## src/fsk_pkg.sv

```systemverilog
// shared constants, register map and state type for the fsk timing and self-test block
package fsk_pkg;
  // ---------------------------------------------------------------
  // clocking
  // ---------------------------------------------------------------
  localparam int CLK_HZ      = 50_000_000;
  localparam int TICK_HZ     = 1_920_000;
  localparam int F_DISP_CLK  = 320_000;
  localparam int F_BIT       = 640;
  localparam int F_ONE       = 2560;
  localparam int F_ZERO      = 3200;
  localparam int HALF_320K   = TICK_HZ / (2 * F_DISP_CLK);
  localparam int HALF_640    = TICK_HZ / (2 * F_BIT);
  localparam int HALF_ONE    = TICK_HZ / (2 * F_ONE);
  localparam int HALF_ZERO   = TICK_HZ / (2 * F_ZERO);
  // ---------------------------------------------------------------
  // times and derived cycle counts
  // ---------------------------------------------------------------
  localparam int PON_MS      = 1000;
  localparam int DISP_MS     = 3000;
  localparam int REPLY_MS    = 100;
  localparam int STB_W_NS    = 1500;
  localparam int STB_P_US    = 1560;
  localparam int PON_CYC     = PON_MS * (CLK_HZ / 1000);
  localparam int DISP_CYC    = DISP_MS * (CLK_HZ / 1000);
  localparam int REPLY_CYC   = REPLY_MS * (CLK_HZ / 1000);
  localparam int STB_W_CYC   = (STB_W_NS * (CLK_HZ / 1_000_000) + 999) / 1000;
  localparam int STB_P_CYC   = STB_P_US * (CLK_HZ / 1_000_000);
  localparam int LB_PERIODS  = 2;
  localparam int DISP_PASSES = 2;
  localparam int DISP_BITS   = 32;
  localparam logic [7:0] RAM_PATTERN = 8'haa;
  // ---------------------------------------------------------------
  // register map
  // ---------------------------------------------------------------
  localparam logic [7:0] REG_CTRL = 8'h00;
  localparam logic [7:0] REG_STAT = 8'h04;
  localparam logic [7:0] REG_SOUT = 8'h08;
  localparam logic [7:0] REG_CMD  = 8'h0c;
  localparam logic [7:0] REG_DISP = 8'h10;
  localparam int CTRL_CH     = 0;
  localparam int CTRL_TANDEM = 2;
  localparam int CTRL_TXBIT  = 3;
  localparam int CTRL_CARR   = 4;
  localparam int CTRL_PROB   = 5;
  localparam int CTRL_R3ATT  = 6;
  localparam logic [6:0] CTRL_RST = 7'h00;
  localparam int CMD_UPD     = 0;
  localparam int CMD_RECHO   = 1;
  localparam int CMD_TECHO   = 2;
  // ---------------------------------------------------------------
  // panel codes
  // ---------------------------------------------------------------
  localparam logic [3:0] DC_NONE = 4'h0;
  localparam logic [3:0] DC_ALL  = 4'h1;
  localparam logic [3:0] DC_GD   = 4'h2;
  localparam logic [3:0] DC_F1   = 4'h3;
  localparam logic [3:0] DC_F2   = 4'h4;
  localparam logic [3:0] DC_F7   = 4'h5;
  localparam logic [3:0] DC_FR   = 4'h6;
  localparam logic [3:0] DC_ER   = 4'h7;
  // ---------------------------------------------------------------
  // synchronised pin bus positions
  // ---------------------------------------------------------------
  localparam int PIN_XTAL  = 0;
  localparam int PIN_CARR  = 1;
  localparam int PIN_DATA  = 4;
  localparam int PIN_TIN   = 7;
  localparam int PIN_FUNCTION_SWITCH  = 8;
  localparam int PIN_MAIN  = 9;
  localparam int PIN_TPRES = 10;
  localparam int PIN_SW    = 11;
  localparam int PIN_N     = 19;

  typedef enum logic [10:0] {
    ST_IDLE   = 11'h001,
    ST_DSHIFT = 11'h002,
    ST_DHOLD  = 11'h004,
    ST_ROM    = 11'h008,
    ST_RAM    = 11'h010,
    ST_LIDLE  = 11'h020,
    ST_LDLY1  = 11'h040,
    ST_LEDGE2 = 11'h080,
    ST_LDLY2  = 11'h100,
    ST_FAIL   = 11'h200,
    ST_DONE   = 11'h400
  } fsk_state_t;
endpackage : fsk_pkg

```

## src/fsk_link_timing_and_selftest.sv

```systemverilog
// timing, keying, channel select, apb registers and self-test sequencer
//
// The register addresses and the APB slave port were left to the implementer.
`timescale 1ns/1ps
module fsk_link_timing_and_selftest import fsk_pkg::*; #(
  parameter int PON_CYCLES  = PON_CYC,
  parameter int DISP_CYCLES = DISP_CYC,
  parameter int REPLY_CYCLES = REPLY_CYC,
  parameter int STB_PERIOD  = STB_P_CYC,
  parameter int ROM_AW      = 8,
  parameter int RAM_AW      = 6,
  parameter int BLINK_BITS  = 9
) (
  // clock and reset
  input  wire logic              core_clk,
  input  wire logic              sys_rst,
  // apb slave
  input  wire logic              psel,
  input  wire logic              penable,
  input  wire logic              pwrite,
  input  wire logic [7:0]        paddr,
  input  wire logic [31:0]       pwdata,
  output logic      [31:0]       prdata,
  output logic                   pready,
  output logic                   pslverr,
  // pins from outside
  input  wire logic              xtalIn,
  input  wire logic [2:0]        radioCarrierIn,
  input  wire logic [2:0]        radioDataIn,
  input  wire logic              tandem_line_in,
  input  wire logic              function_switch,
  input  wire logic              mainPowerIn,
  input  wire logic              tandem_present,
  input  wire logic [7:0]        switchStatus,
  // generated clocks and strobes
  output logic                   clk1m92,
  output logic                   clk320k,
  output logic                   clk640,
  output logic                   dmaStrobe_n,
  output logic                   power_on_clear_n,
  // radio and tandem link
  output logic                   tone_tx_out,
  output logic      [2:0]        radio_tx_select,
  output logic      [2:0]        radio_rx_select,
  output logic                   tandem_tx_select,
  output logic                   tandem_line_out,
  output logic                   carrier_detect_n,
  output logic                   radio_rx_bit,
  output logic                   tandem_rx_bit,
  output logic      [7:0]        statusLinesOut,
  // panel
  output logic                   panelData,
  output logic                   panelClk,
  output logic      [3:0]        displayCode,
  output logic      [1:0]        channel_number_display,
  output logic                   channelDisplayOn,
  // program and data memory test ports
  output logic      [ROM_AW-1:0] romAddr,
  input  wire logic [7:0]        romData,
  output logic      [RAM_AW-1:0] ramAddr,
  output logic      [7:0]        ramWrData,
  output logic                   ramWe,
  input  wire logic [7:0]        ramRdData
);
  // ---------------------------------------------------------------
  // pin synchronisers
  // ---------------------------------------------------------------
  logic [PIN_N-1:0] pinRaw;
  logic [PIN_N-1:0] pinS1;
  logic [PIN_N-1:0] pinS2;
  logic [PIN_N-1:0] pinS3;
  logic [PIN_N-1:0] pinF_r;
  assign pinRaw = {switchStatus, tandem_present, mainPowerIn, function_switch,
                   tandem_line_in, radioDataIn, radioCarrierIn, xtalIn};
  for (genvar gi = 0; gi < PIN_N; gi++) begin : g_sync
    always_ff @(posedge core_clk) begin
      if (sys_rst) begin
        pinS1[gi]  <= 1'b0;
        pinS2[gi]  <= 1'b0;
        pinS3[gi]  <= 1'b0;
        pinF_r[gi] <= 1'b0;
      end else begin
        pinS1[gi] <= pinRaw[gi];
        pinS2[gi] <= pinS1[gi];
        pinS3[gi] <= pinS2[gi];
        // glitch shorter than a cycle never reaches the filtered level
        if (pinS2[gi] == pinS3[gi]) pinF_r[gi] <= pinS3[gi];
      end
    end
  end
  logic fctnTest;
  assign fctnTest = pinF_r[PIN_FUNCTION_SWITCH];

  // ---------------------------------------------------------------
  // clock dividers
  // ---------------------------------------------------------------
  logic       xtalPrev_r;
  logic       tick;
  logic [1:0] cnt320_r;
  logic [10:0] cnt640_r;
  logic [8:0] cntTone_r;
  logic [8:0] toneHalf;
  logic       rise320_r;
  logic       fall640_r;
  logic       keyBit_r;
  logic       toneSq_r;
  logic       txEff;
  assign tick = pinF_r[PIN_XTAL] & ~xtalPrev_r & clk1m92;
  assign toneHalf = keyBit_r ? 9'(HALF_ONE) : 9'(HALF_ZERO);
  always_ff @(posedge core_clk) begin
    if (sys_rst) begin
      xtalPrev_r <= 1'b0;
      clk1m92    <= 1'b0;
    end else begin
      xtalPrev_r <= pinF_r[PIN_XTAL];
      if (pinF_r[PIN_XTAL] & ~xtalPrev_r) clk1m92 <= ~clk1m92;
    end
  end
  always_ff @(posedge core_clk) begin
    if (sys_rst) begin
      cnt320_r  <= 2'h0;
      cnt640_r  <= 11'h000;
      clk320k   <= 1'b0;
      clk640    <= 1'b0;
      rise320_r <= 1'b0;
      fall640_r <= 1'b0;
    end else begin
      rise320_r <= 1'b0;
      fall640_r <= 1'b0;
      if (tick) begin
        if (cnt320_r == 2'(HALF_320K - 1)) begin
          cnt320_r  <= 2'h0;
          clk320k   <= ~clk320k;
          rise320_r <= ~clk320k;
        end else begin
          cnt320_r <= cnt320_r + 2'h1;
        end
        if (cnt640_r == 11'(HALF_640 - 1)) begin
          cnt640_r  <= 11'h000;
          clk640    <= ~clk640;
          fall640_r <= clk640;
        end else begin
          cnt640_r <= cnt640_r + 11'h001;
        end
      end
    end
  end
  always_ff @(posedge core_clk) begin
    if (sys_rst) begin
      keyBit_r  <= 1'b1;
      cntTone_r <= 9'h000;
      toneSq_r  <= 1'b0;
    end else begin
      if (fall640_r) keyBit_r <= txEff;
      if (tick) begin
        if (cntTone_r >= toneHalf - 9'h001) begin
          cntTone_r <= 9'h000;
          toneSq_r  <= ~toneSq_r;
        end else begin
          cntTone_r <= cntTone_r + 9'h001;
        end
      end
    end
  end

  // ---------------------------------------------------------------
  // strobe and power-on clear
  // ---------------------------------------------------------------
  logic [31:0] stbCnt_r;
  logic [31:0] ponCnt_r;
  logic        testStart_r;
  always_ff @(posedge core_clk) begin
    if (sys_rst) begin
      stbCnt_r    <= 32'h0;
      dmaStrobe_n <= 1'b1;
    end else begin
      stbCnt_r    <= (stbCnt_r == 32'(STB_PERIOD - 1)) ? 32'h0 : stbCnt_r + 32'h1;
      dmaStrobe_n <= ~(stbCnt_r < 32'(STB_W_CYC));
    end
  end
  always_ff @(posedge core_clk) begin
    if (sys_rst) begin
      ponCnt_r         <= 32'h0;
      power_on_clear_n <= 1'b0;
      testStart_r      <= 1'b0;
    end else begin
      testStart_r <= 1'b0;
      if (!power_on_clear_n) begin
        ponCnt_r <= ponCnt_r + 32'h1;
        if (ponCnt_r == 32'(PON_CYCLES - 1)) begin
          power_on_clear_n <= 1'b1;
          testStart_r      <= 1'b1;
        end
      end
    end
  end

  // ---------------------------------------------------------------
  // apb registers
  // ---------------------------------------------------------------
  logic [6:0]  ctrl_r;
  logic        apbWr;
  logic        mapped;
  logic        swDispWr;
  logic        updPend_r;
  logic        testBusy;
  logic [31:0] statWord;
  assign apbWr  = psel & penable & pwrite;
  assign mapped = (paddr == REG_CTRL) | (paddr == REG_STAT) | (paddr == REG_SOUT) |
                  (paddr == REG_CMD) | (paddr == REG_DISP);
  assign pready  = psel & penable;
  assign pslverr = psel & penable & ~mapped;
  assign swDispWr = apbWr & (paddr == REG_DISP);
  assign statWord = {12'h000, displayCode, fctnTest, updPend_r, testBusy, tandem_rx_bit,
                     radio_rx_bit, carrier_detect_n, pinF_r[PIN_TPRES],
                     pinF_r[PIN_MAIN], pinF_r[PIN_SW +: 8]};
  always_ff @(posedge core_clk) begin
    if (sys_rst) begin
      ctrl_r         <= CTRL_RST;
      statusLinesOut <= 8'h00;
      prdata         <= 32'h0;
    end else begin
      if (apbWr & (paddr == REG_CTRL)) ctrl_r <= pwdata[6:0];
      if (apbWr & (paddr == REG_SOUT)) statusLinesOut <= pwdata[7:0];
      // read word is captured in the setup cycle, so pready can be high at once
      if (psel & ~penable & ~pwrite) begin
        case (paddr)
          REG_CTRL: prdata <= {25'h0, ctrl_r};
          REG_STAT: prdata <= statWord;
          REG_SOUT: prdata <= {24'h0, statusLinesOut};
          REG_CMD:  prdata <= {31'h0, updPend_r};
          REG_DISP: prdata <= {28'h0, displayCode};
          default:  prdata <= 32'h0;
        endcase
      end
    end
  end

  // ---------------------------------------------------------------
  // status update request and reply watch
  // ---------------------------------------------------------------
  logic        updTandem_r;
  logic [31:0] updTmr_r;
  logic        faultF7_r;
  logic        faultFr_r;
  logic        faultEr_r;
  logic        cmdWr;
  assign cmdWr = apbWr & (paddr == REG_CMD);
  always_ff @(posedge core_clk) begin
    if (sys_rst) begin
      updPend_r   <= 1'b0;
      updTandem_r <= 1'b0;
      updTmr_r    <= 32'h0;
      faultF7_r   <= 1'b0;
      faultFr_r   <= 1'b0;
      faultEr_r   <= 1'b0;
    end else begin
      faultF7_r <= 1'b0;
      faultFr_r <= 1'b0;
      faultEr_r <= 1'b0;
      if (cmdWr & pwdata[CMD_UPD]) begin
        if (ctrl_r[CTRL_CH +: 2] == 2'h3 && !ctrl_r[CTRL_R3ATT]) begin
          faultEr_r <= 1'b1;
        end else begin
          updPend_r   <= 1'b1;
          updTandem_r <= ctrl_r[CTRL_TANDEM];
          updTmr_r    <= 32'h0;
        end
      end else if (updPend_r) begin
        updTmr_r <= updTmr_r + 32'h1;
        if (cmdWr & (updTandem_r ? pwdata[CMD_TECHO] : pwdata[CMD_RECHO])) begin
          updPend_r <= 1'b0;
        end else if (updTmr_r == 32'(REPLY_CYCLES - 1)) begin
          updPend_r <= 1'b0;
          faultFr_r <= updTandem_r;
          faultF7_r <= ~updTandem_r;
        end
      end
    end
  end

  // ---------------------------------------------------------------
  // self-test sequencer
  // ---------------------------------------------------------------
  fsk_state_t        state_r;
  logic [31:0]       tmr_r;
  logic [6:0]        bitCnt_r;
  logic [2:0]        sub_r;
  logic [ROM_AW-1:0] rAddr_r;
  logic [15:0]       sum_r;
  logic [7:0]        hiByte_r;
  logic [7:0]        orig_r;
  logic              repeat_r;
  logic [1:0]        tstCh_r;
  logic              tstCarr_r;
  logic              tstBit_r;
  logic [1:0]        lbCnt_r;
  logic [3:0]        failCode_r;
  logic              romLast;
  logic              chkOk;
  assign testBusy = (state_r != ST_IDLE);
  assign romLast  = (rAddr_r == {ROM_AW{1'b1}});
  assign chkOk    = ~carrier_detect_n & (radio_rx_bit == ~tstBit_r);
  always_ff @(posedge core_clk) begin
    if (sys_rst) begin
      state_r     <= ST_IDLE;
      tmr_r       <= 32'h0;
      bitCnt_r    <= 7'h00;
      sub_r       <= 3'h0;
      rAddr_r     <= '0;
      sum_r       <= 16'h0000;
      hiByte_r    <= 8'h00;
      orig_r      <= 8'h00;
      repeat_r    <= 1'b0;
      tstCh_r     <= 2'h3;
      tstCarr_r   <= 1'b0;
      tstBit_r    <= 1'b1;
      lbCnt_r     <= 2'h0;
      failCode_r  <= DC_F1;
      panelData   <= 1'b0;
      romAddr     <= '0;
      ramAddr     <= '0;
      ramWrData   <= 8'h00;
      ramWe       <= 1'b0;
      displayCode <= DC_NONE;
    end else begin
      case (state_r)
        ST_IDLE: begin
          if (faultEr_r) displayCode <= DC_ER;
          else if (faultF7_r) displayCode <= DC_F7;
          else if (faultFr_r) displayCode <= DC_FR;
          else if (swDispWr) displayCode <= pwdata[3:0];
          if (testStart_r | (fctnTest & power_on_clear_n)) begin
            state_r     <= ST_DSHIFT;
            repeat_r    <= ~testStart_r;
            bitCnt_r    <= 7'h00;
            displayCode <= DC_ALL;
          end
        end
        ST_DSHIFT: begin
          panelData <= 1'b1;
          if (rise320_r) begin
            bitCnt_r <= bitCnt_r + 7'h01;
            if (bitCnt_r == 7'(DISP_BITS * DISP_PASSES - 1)) begin
              state_r <= ST_DHOLD;
              tmr_r   <= 32'h0;
            end
          end
        end
        ST_DHOLD: begin
          panelData <= 1'b0;
          tmr_r <= tmr_r + 32'h1;
          if (tmr_r == 32'(DISP_CYCLES - 1)) begin
            state_r <= ST_ROM;
            rAddr_r <= '0;
            sub_r   <= 3'h0;
            sum_r   <= 16'h0000;
          end
        end
        ST_ROM: begin
          sub_r <= sub_r + 3'h1;
          if (sub_r == 3'h0) romAddr <= rAddr_r;
          if (sub_r == 3'h2) begin
            sub_r   <= 3'h0;
            rAddr_r <= rAddr_r + 1'b1;
            if (romLast) begin
              if ({hiByte_r, romData} == sum_r) begin
                state_r <= ST_RAM;
                rAddr_r <= '0;
              end else begin
                failCode_r <= DC_F1;
                state_r    <= ST_FAIL;
              end
            end else if (rAddr_r == {{(ROM_AW-1){1'b1}}, 1'b0}) begin
              hiByte_r <= romData;
            end else begin
              sum_r <= sum_r + {8'h00, romData};
            end
          end
        end
        ST_RAM: begin
          sub_r <= sub_r + 3'h1;
          case (sub_r)
            3'h0: ramAddr <= rAddr_r[RAM_AW-1:0];
            3'h2: begin
              orig_r    <= ramRdData;
              ramWe     <= 1'b1;
              ramWrData <= RAM_PATTERN;
            end
            3'h5: begin
              ramWe     <= 1'b1;
              // repeat runs keep the contents, power-up runs leave zero
              ramWrData <= repeat_r ? orig_r : 8'h00;
              if (ramRdData != RAM_PATTERN) begin
                failCode_r <= DC_F1;
                state_r    <= ST_FAIL;
              end
            end
            3'h6: begin
              sub_r   <= 3'h0;
              rAddr_r <= rAddr_r + 1'b1;
              if (rAddr_r[RAM_AW-1:0] == {RAM_AW{1'b1}}) begin
                state_r <= ST_LIDLE;
                tstCh_r <= 2'h3;
              end
            end
            default: ramWe <= 1'b0;
          endcase
        end
        ST_LIDLE: begin
          ramWe    <= 1'b0;
          tstBit_r <= 1'b1;
          if (carrier_detect_n & fall640_r) begin
            tstCarr_r <= 1'b1;
            lbCnt_r   <= 2'h0;
            state_r   <= ST_LDLY1;
          end
        end
        ST_LDLY1, ST_LDLY2: begin
          if (fall640_r) begin
            lbCnt_r <= lbCnt_r + 2'h1;
            if (lbCnt_r == 2'(LB_PERIODS - 1)) begin
              if (!chkOk) begin
                failCode_r <= DC_F2;
                state_r    <= ST_FAIL;
              end else if (state_r == ST_LDLY1) begin
                tstBit_r <= 1'b0;
                state_r  <= ST_LEDGE2;
              end else begin
                tstCarr_r <= 1'b0;
                tstCh_r   <= tstCh_r - 2'h1;
                state_r   <= (tstCh_r == 2'h1) ? ST_DONE : ST_LIDLE;
                if (tstCh_r == 2'h1) displayCode <= DC_GD;
              end
            end
          end
        end
        ST_LEDGE2: begin
          if (fall640_r) begin
            lbCnt_r <= 2'h0;
            state_r <= ST_LDLY2;
          end
        end
        ST_FAIL: begin
          ramWe       <= 1'b0;
          tstCarr_r   <= 1'b0;
          displayCode <= failCode_r;
          state_r     <= ST_DONE;
        end
        ST_DONE: begin
          tstBit_r <= 1'b1;
          state_r  <= ST_IDLE;
        end
        default: state_r <= ST_IDLE;
      endcase
    end
  end

  // ---------------------------------------------------------------
  // channel routing and panel outputs
  // ---------------------------------------------------------------
  logic [1:0] selCh;
  logic       carrOn;
  logic [2:0] carrVec;
  logic [2:0] dataVec;
  logic [1:0] selIdx;
  logic [BLINK_BITS-1:0] blink_r;
  assign selCh   = testBusy ? tstCh_r : ctrl_r[CTRL_CH +: 2];
  assign carrOn  = testBusy ? tstCarr_r : ctrl_r[CTRL_CARR];
  assign txEff   = testBusy ? tstBit_r : ctrl_r[CTRL_TXBIT];
  assign carrVec = pinF_r[PIN_CARR +: 3];
  assign dataVec = pinF_r[PIN_DATA +: 3];
  assign selIdx  = selCh - 2'h1;
  assign panelClk = clk320k;
  always_ff @(posedge core_clk) begin
    if (sys_rst) begin
      tone_tx_out      <= 1'b0;
      radio_tx_select  <= 3'h0;
      radio_rx_select  <= 3'h0;
      tandem_tx_select <= 1'b0;
      tandem_line_out  <= 1'b0;
      carrier_detect_n <= 1'b1;
      radio_rx_bit     <= 1'b0;
      tandem_rx_bit    <= 1'b0;
      blink_r          <= '0;
      channel_number_display <= 2'h0;
      channelDisplayOn <= 1'b1;
    end else begin
      tone_tx_out <= carrOn & toneSq_r;
      for (int i = 0; i < 3; i++) begin
        radio_tx_select[i] <= carrOn & (selCh == 2'(i + 1));
        radio_rx_select[i] <= (selCh == 2'(i + 1));
      end
      carrier_detect_n <= ~((selCh != 2'h0) & carrVec[selIdx]);
      radio_rx_bit     <= (selCh != 2'h0) & dataVec[selIdx];
      tandem_tx_select <= ~testBusy & ctrl_r[CTRL_TANDEM];
      tandem_line_out  <= ~testBusy & ctrl_r[CTRL_TANDEM] & keyBit_r;
      tandem_rx_bit    <= pinF_r[PIN_TIN];
      if (fall640_r) blink_r <= blink_r + 1'b1;
      channel_number_display <= ctrl_r[CTRL_CH +: 2];
      channelDisplayOn <= ~ctrl_r[CTRL_PROB] | blink_r[BLINK_BITS-1];
    end
  end
endmodule : fsk_link_timing_and_selftest

```

## config.mk

```make
export PLATFORM = sky130hd
export DESIGN_NAME = fsk_link_timing_and_selftest
export DESIGN_NICKNAME = d
export VERILOG_FILES = /design/src/fsk_pkg.sv /design/src/fsk_link_timing_and_selftest.sv
export SDC_FILE = /design/constraint.sdc
export NUM_CORES = 1
export LEC_CHECK = 0
export BUFFER_PORTS_ARGS = -buffer_cell sky130_fd_sc_hd__buf_2
export CORE_ASPECT_RATIO = 0.8
export CORE_MARGIN = 3
export CORE_UTILIZATION = 45
export DETAILED_ROUTE_END_ITERATION = 8
export GPL_TIMING_DRIVEN = 1
export PLACE_DENSITY = 0.62
export SLEW_MARGIN = 10
export SYNTH_ARGS = -nofsm -noshare
export SYNTH_HDL_FRONTEND = slang
export SYNTH_SLANG_ARGS = --single-unit
```

## constraint.sdc

```tcl
create_clock -name core_clk -period 4.1 [get_ports core_clk]
set_input_delay 1.23 -clock core_clk [delete_from_list [all_inputs] [get_ports core_clk]]
set_output_delay 1.23 -clock core_clk [all_outputs]
set_load 0.1 [all_outputs]
```

==> key figures, run 1 <==
Global route
  • First-pass GRT wire length: a little under 70000 µm
  • GR Overflow Total: 0
  • Antenna violations before repair: 0
  • Vias in the first global route: between 10000 and 15000
  • Pin count of the biggest net entering global routing: approximately 130
  • All-layer global routing usage: 0.197

Die
  • Row count: 64
  • Die Y: 183 µm
  • Area of the core: slightly below 40000 µm²
  • Die ar.: between 40000 and 50000 µm²
  • Starting Density: 0.458
  • Die Wd: 227 µm
  • I/O pin cnt: about 170

Drt
  • DR iter-0 viols: a little over 1000
  • Vias per cell: 5.48
  • Drt wl/cell: 15.7 µm
  • WL final: 41600 µm
  • Final ANT Viol Nets: 0
  • Drt drc: 0
  • Drt pass-1 iters: 5
  • Vias post-DR: roughly 14000

Pwr
  • PD cells: roughly 400 nW/µm²
  • Peak supply drop: 0.304 mV
  • Pleak: approximately 7.6 nW

CTS
  • Root Driver: clkbuf_16
  • # clock sinks: roughly 400
  • Hold_buf cts: 0
  • Clk buf depth: 3
  • CTS H-tree depth: 2
  • Worst-path clk slew: about 0.06 ns
  • PostCTS Resize Cnt: 0
  • CTS tree: yes
  • Num CTS Buffers: 40
  • Setup Fix Bufs, Post-CTS: 0
  • Clock insertion delay at the later pin of the skew report: 0.55 ns

Place
  • DP HPWL: between 20000 and 30000 µm
  • GPL Wtd Cong: roughly 0.84
  • Cell Area, Placed: 18600 µm²
  • PortBufs: around 130

Critical path
  • Slowest cell on crit path: or4_4
  • CP arrival: 2.70 ns
  • Crit path launch type: primary input
  • Endpoint type of the worst setup path: output port
  • CP required: ~2.9 ns
  • Reg-to-Reg Start: keyBit_r
  • Critical-path cell list: buf_2 > or4_4 > nor4b_2 > nor3b_4 > buf_2
  • Worst R2R Path Depth: 8
  • Reg2reg end: cntTone_r[0]
  • Bufs and invs on worst path: 2
  • R2R Setup Slk: 1.14 ns
  • Stages on worst setup path: 5
  • CP delay by family, top: simple AND/OR/NAND/NOR gates
  • Most frequent CP cell: buf_2
  • Critical path fanouts, max: 3
  • Critical path class: primary input to output port
  • CP peak stage delay: 0.56 ns
  • CP endpoint: pslverr
  • Critical path launch point: paddr[1]

Logic synthesis
  • Synth unique cells: between 80 and 90
  • Number of flops mapped to enable cells by yosys: 0
  • Synth Register Bits: around 400
  • Post-synthesis async set-or-reset flop share: 0
  • Syn Std Cell Area: ~18000 µm²
  • Gate count after technology mapping: just over 2000
  • Synth Warn #: 0
  • Ys flop type: dfxtp_1
  • Avg Inst Size Synth: roughly 8.7 µm²
  • Sequential share of the synthesized area: 0.454

STA
  • FMAX: about 250 MHz
  • Final hold slack: around 0.44 ns
  • Final period utilization: 0.958
  • Fin crit period: just under 4 ns
  • Total negative slack: 0 ns
  • RSZ-0062 raised after global routing: false
  • Final Hold Vio Count: 0
  • Clock Skew: ~0.026 ns
  • Slew margin rel.: 0.304
  • Final Setup Violations: 0
  • Max Slew Vio Count: 0
  • Worst slew pin tran: 1.02 ns

Run
  • Max-Cap Viols: 0

Worst hold path
  • Hold path start: pinS1[6]
  • Min-delay worst type: register to register

Cells and area
  • Register area: ~8000 µm²
  • Share of cells above drive strength 1: 0.125
  • Finished layout cell area: 19900 µm²
  • Final nets: ~2200
  • Fillers: ~3600
  • Multi-input logic area: 9050 µm²
  • Syn-to-layout area delta: 13.3%
  • Antenna cell count: 0

Run status
  • Outcome: finished, final reports clean
[registers in the layout (all words and copies together) (netlist names), 9 cells and up]
name and count:
pinS2 19, prdata 20, pinS1 19, sum_r 16, updTmr_r 32, stbCnt_r 32
pinS3 19, tmr_r 32, cnt640_r 11, ponCnt_r 32, cntTone_r 9, state_r 11
pinF_r 12, blink_r 9
[where the power goes]
group | switching, mW | total [mW] | internal, mW
clock network | 1.53 | 3.65 | 2.12
registers | 0.0222 | 3.93 | 3.91
logic | 0.237 | 0.322 | 0.0847
[metal layers]
layer	vias up	global-route usage	routed length [µm]
met1	6835	0.297	21000
li1	7269	-	-
met2	325	0.294	17500
met4	0	0.0401	589
met5	-	0	0
met3	47	0.0400	2510
[placed cells by master, fill, tap and decap left out, drive strengths merged, types with 7 or more instances in the layout]
cell type / n
dfxtp: 399
nor2: 260
nand2: 190
buf: 151
a21oi: 127
nand3: 100
nor2b: 80
xnor2: 75
xor2: 70
o21ai: 68
nor3: 60
clkbuf: 60
and3: 57
nand4: 57
nor4: 35
mux2i: 34
inv: 34
ha: 29
or3: 22
a22oi: 18
and4: 17
or2: 15
o31ai: 14
or4: 14
and2: 14
a211oi: 13
conb: 12
nor4b: 9
mux2: 8
clkinv: 8
o211ai: 7
nor3b: 7
[metrics by stage]
step / setup slack, ns / instances / total power [mW] / util
final: 0.173 / 2644 / 7.90 / 0.519
after global routing: 0.110 / 2644 / 8.22 / 0.519
after CTS: 0.167 / 2644 / 8.00 / 0.519
after detailed placement: 0.168 / 2573 / 4.34 / 0.484
after global placement: 0.192 / 2573 / 4.34 / 0.484
after floorplan: 0.225 / 2034 / 4.26 / -
[final cells by class]
class / count / share of cell area
inverters: 32 / 0.00603
repair buffers: 152 / 0.0421
multi-input cells: 1495 / 0.454
well taps: 495 / 0.0311
clock buffers: 59 / 0.0588
flip-flops and latches: 399 / 0.401
clock inverters: 12 / 0.00703
[how the worst min path moves through the flow]
stage	cells past startpoint	to	slack [ns]
after CTS	1	pinS2[1]	0.44
final	1	pinS2[6]	0.44
after floorplan	1	channelDisplayOn	0.37
after global placement	1	pinS2[1]	0.42
after detailed placement	1	pinS2[1]	0.43
after global routing	1	pinS2[13]	0.46
[cell families after synthesis]
group,after synthesis,synth area share
buffers and inverters,140,0.0344
DFF,399,0.454
adders and majority gates,30,0.0218
and+or+nand+nor,958,0.282
muxes,43,0.0265
other,1,0.000213
xor gates and xnor gates,145,0.0722
AOI/OAI and AO/OA,307,0.109
[cells in the mapped netlist (32+ instances only)]
cell type | number | area [µm²]
nand4_1 | 56 | 350
clkbuf_1 | 74 | 278
and3_1 | 57 | 357
nand3_1 | 99 | 495
dfxtp_1 | 399 | 7990
xor2_1 | 70 | 613
nor3_1 | 58 | 290
xnor2_1 | 75 | 657
o21ai_0 | 67 | 335
nor2b_1 | 80 | 500
nand2_1 | 190 | 713
mux2i_1 | 33 | 330
a21oi_1 | 127 | 636
inv_1 | 32 | 120
nor2_1 | 259 | 972
Note: power is estimated with default switching activity, not from simulation.
==> run 2, diff against run 1 <==
GPL_TIMING_DRIVEN = 0   (was 1)
==> run 2 against run 1 <==
  * Via count increased by 4.8%
  * Wire length up 14%
  * Clock skew shrank 0.0054 ns
  * Cell count up 3.6%
  * Largest cell class unchanged
  * First-iteration DRC count is 29% higher
==> key figures, run 2 (synthesis results as in run 1) <==
CTS
  • Worst-path clk slew: about 0.07 ns
  • # clock sinks: ~400
  • Num CTS Buffers: 41
  • Hold_buf cts: 0
  • CTS H-tree depth: 2
  • CTS tree: yes
  • Root Driver: clkbuf_16
  • Clk buf depth: 3
  • Clock insertion delay at the later pin of the skew report: about 0.56 ns

Critical path
  • Bufs and invs on worst path: 3
  • Endpoint type of the worst setup path: output port
  • CP peak stage delay: about 0.57 ns
  • Most frequent CP cell: buf_2
  • Critical path class: primary input to output port
  • Slowest cell on crit path: or4_4
  • Critical-path cell list: buf_2 > or4_4 > nor4b_4 > buf_4 > nor3b_4 > buf_2
  • CP required: 2.87 ns
  • CP delay by family, top: simple AND/OR/NAND/NOR gates
  • CP arrival: 2.73 ns
  • Critical path fanouts, max: 5
  • Crit path launch type: primary input

Cells and area
  • Register area: approximately 8000 µm²
  • Final cell count without fillers: between 2000 and 3000
  • Finished layout cell area: 20300 µm²
  • Multi-input logic area: 9060 µm²
  • Most common cell after layout, fill and taps aside: dfxtp_1
  • Share of cells above drive strength 1: 0.128
  • Fillers: ~3600
  • Antenna cell count: 0
  • Commonest cells after routing, fill and taps aside: dfxtp_1 (399), nor2_1 (259), nand2_1 (190)
  • Final Util: 0.529
  • Syn-to-layout area delta: 15.5%
  • Final nets: roughly 2300

Drt
  • Drt pass-1 iters: 5
  • WL final: 47200 µm
  • Drt drc: 0
  • DR iter-0 viols: between 1000 and 1500
  • Vias post-DR: around 15000
  • Final ANT Viol Nets: 0
  • Vias per cell: between 5 and 6
  • Drt wl/cell: between 15 and 20 µm

Pwr
  • Pint: 6.16 mW
  • Pleak: 7.73 nW
  • Peak supply drop: about 0.38 mV
  • Sw frac: 0.235
  • Clock power share: 0.466
  • Psw: between 1.5 and 2 mW
  • PD cells: ~400 nW/µm²
  • Reg power frac: 0.488
  • Logic gate share of total power: 0.045

STA
  • Worst slew pin tran: 1.12 ns
  • Clock Skew: about 0.021 ns
  • Final Setup Violations: 0
  • RSZ-0062 raised after global routing: false
  • FMAX: around 250 MHz
  • Slew margin rel.: 0.254
  • Final Hold Vio Count: 0
  • Total negative slack: 0 ns
  • Final hold slack: between 0.4 and 0.5 ns
  • Final period utilization: 0.965
  • Fin crit period: about 4.0 ns
  • Max Slew Vio Count: 0

Place
  • DP HPWL: around 35000 µm
  • PortBufs: around 130
  • Placed cell count: approximately 2700
  • GPL Wtd Cong: 0.899
  • Cell Area, Placed: 18900 µm²

Run status
  • Outcome: finished, final reports clean

Die
  • Die ar.: 41500 µm²
  • Starting Density: 0.458
  • I/O pin cnt: 171
  • Row count: 64
  • Area of the core: 38400 µm²
  • Die Y: roughly 180 µm
  • Die Wd: 227 µm

Global route
  • Pin count of the biggest net entering global routing: 16
  • Antenna violations before repair: 1
  • GR Overflow Total: 0
  • First-pass GRT wire length: 75500 µm
  • All-layer global routing usage: 0.224
  • Vias in the first global route: between 10000 and 15000

Worst hold path
  • Min-delay worst type: register to register

Run
  • Max-Cap Viols: 0
[run 2: area by class of cell]
cell class / count / area share
multi-input cells: 1495 / 0.446
flip-flops and latches: 399 / 0.393
clock buffers: 52 / 0.0556
repair buffers: 137 / 0.0341
well taps: 495 / 0.0305
plain buffers: 108 / 0.0239
clock inverters: 21 / 0.0107
inverters: 32 / 0.00591
[run 2: timing repair]
action | 4_1_cts | 5_1_grt
buffers inserted | 0 | 3
endpoints found under the setup margin | 1 | 1
resized for setup | 1 | 0
pin swaps | 0 | 1
gates cloned | 0 | 0
[run 2: power by group through the flow]
stage | sequential (mW) | combinational [mW] | clock, mW
3_5_place_dp | 4.02 | 0.364 | 0
6_report | 3.93 | 0.366 | 3.75
2_1_floorplan | 4.05 | 0.210 | 0
3_3_place_gp | 4.01 | 0.362 | 0
5_1_grt | 3.93 | 0.393 | 3.99
4_1_cts | 3.93 | 0.367 | 3.84
[run 2: path summary, 6_finish.rpt]
kind / from / endpoint / slack [ns] / cells after the start
max: paddr[1] / pslverr / 0.14 / 6
min: pinS1[6] / pinS2[6] / 0.43 / 1
max reg2reg: state_r[7] / failCode_r[1] / 0.86 / 7
min reg2reg: pinS1[6] / pinS2[6] / 0.43 / 1
[run 2: per-stage QoR]
| step | power, mW | setup WS [ns] |
|---|---|---|
| after floorplan | 4.26 | 0.225 |
| after global placement | 4.38 | -0.241 |
| after detailed placement | 4.38 | -0.228 |
| after CTS | 8.13 | 0.00256 |
| after global routing | 8.32 | 0.119 |
| final | 8.05 | 0.143 |
[run 2: per-layer routing]
metal | vias to the layer above | share of wire | GRT usage
met1 | 7231 | 0.50 | 0.338
met4 | 0 | 0.024 | 0.0620
met3 | 68 | 0.059 | 0.0390
met2 | 417 | 0.42 | 0.327
li1 | 7449 | - | -
met5 | - | 0 | 0
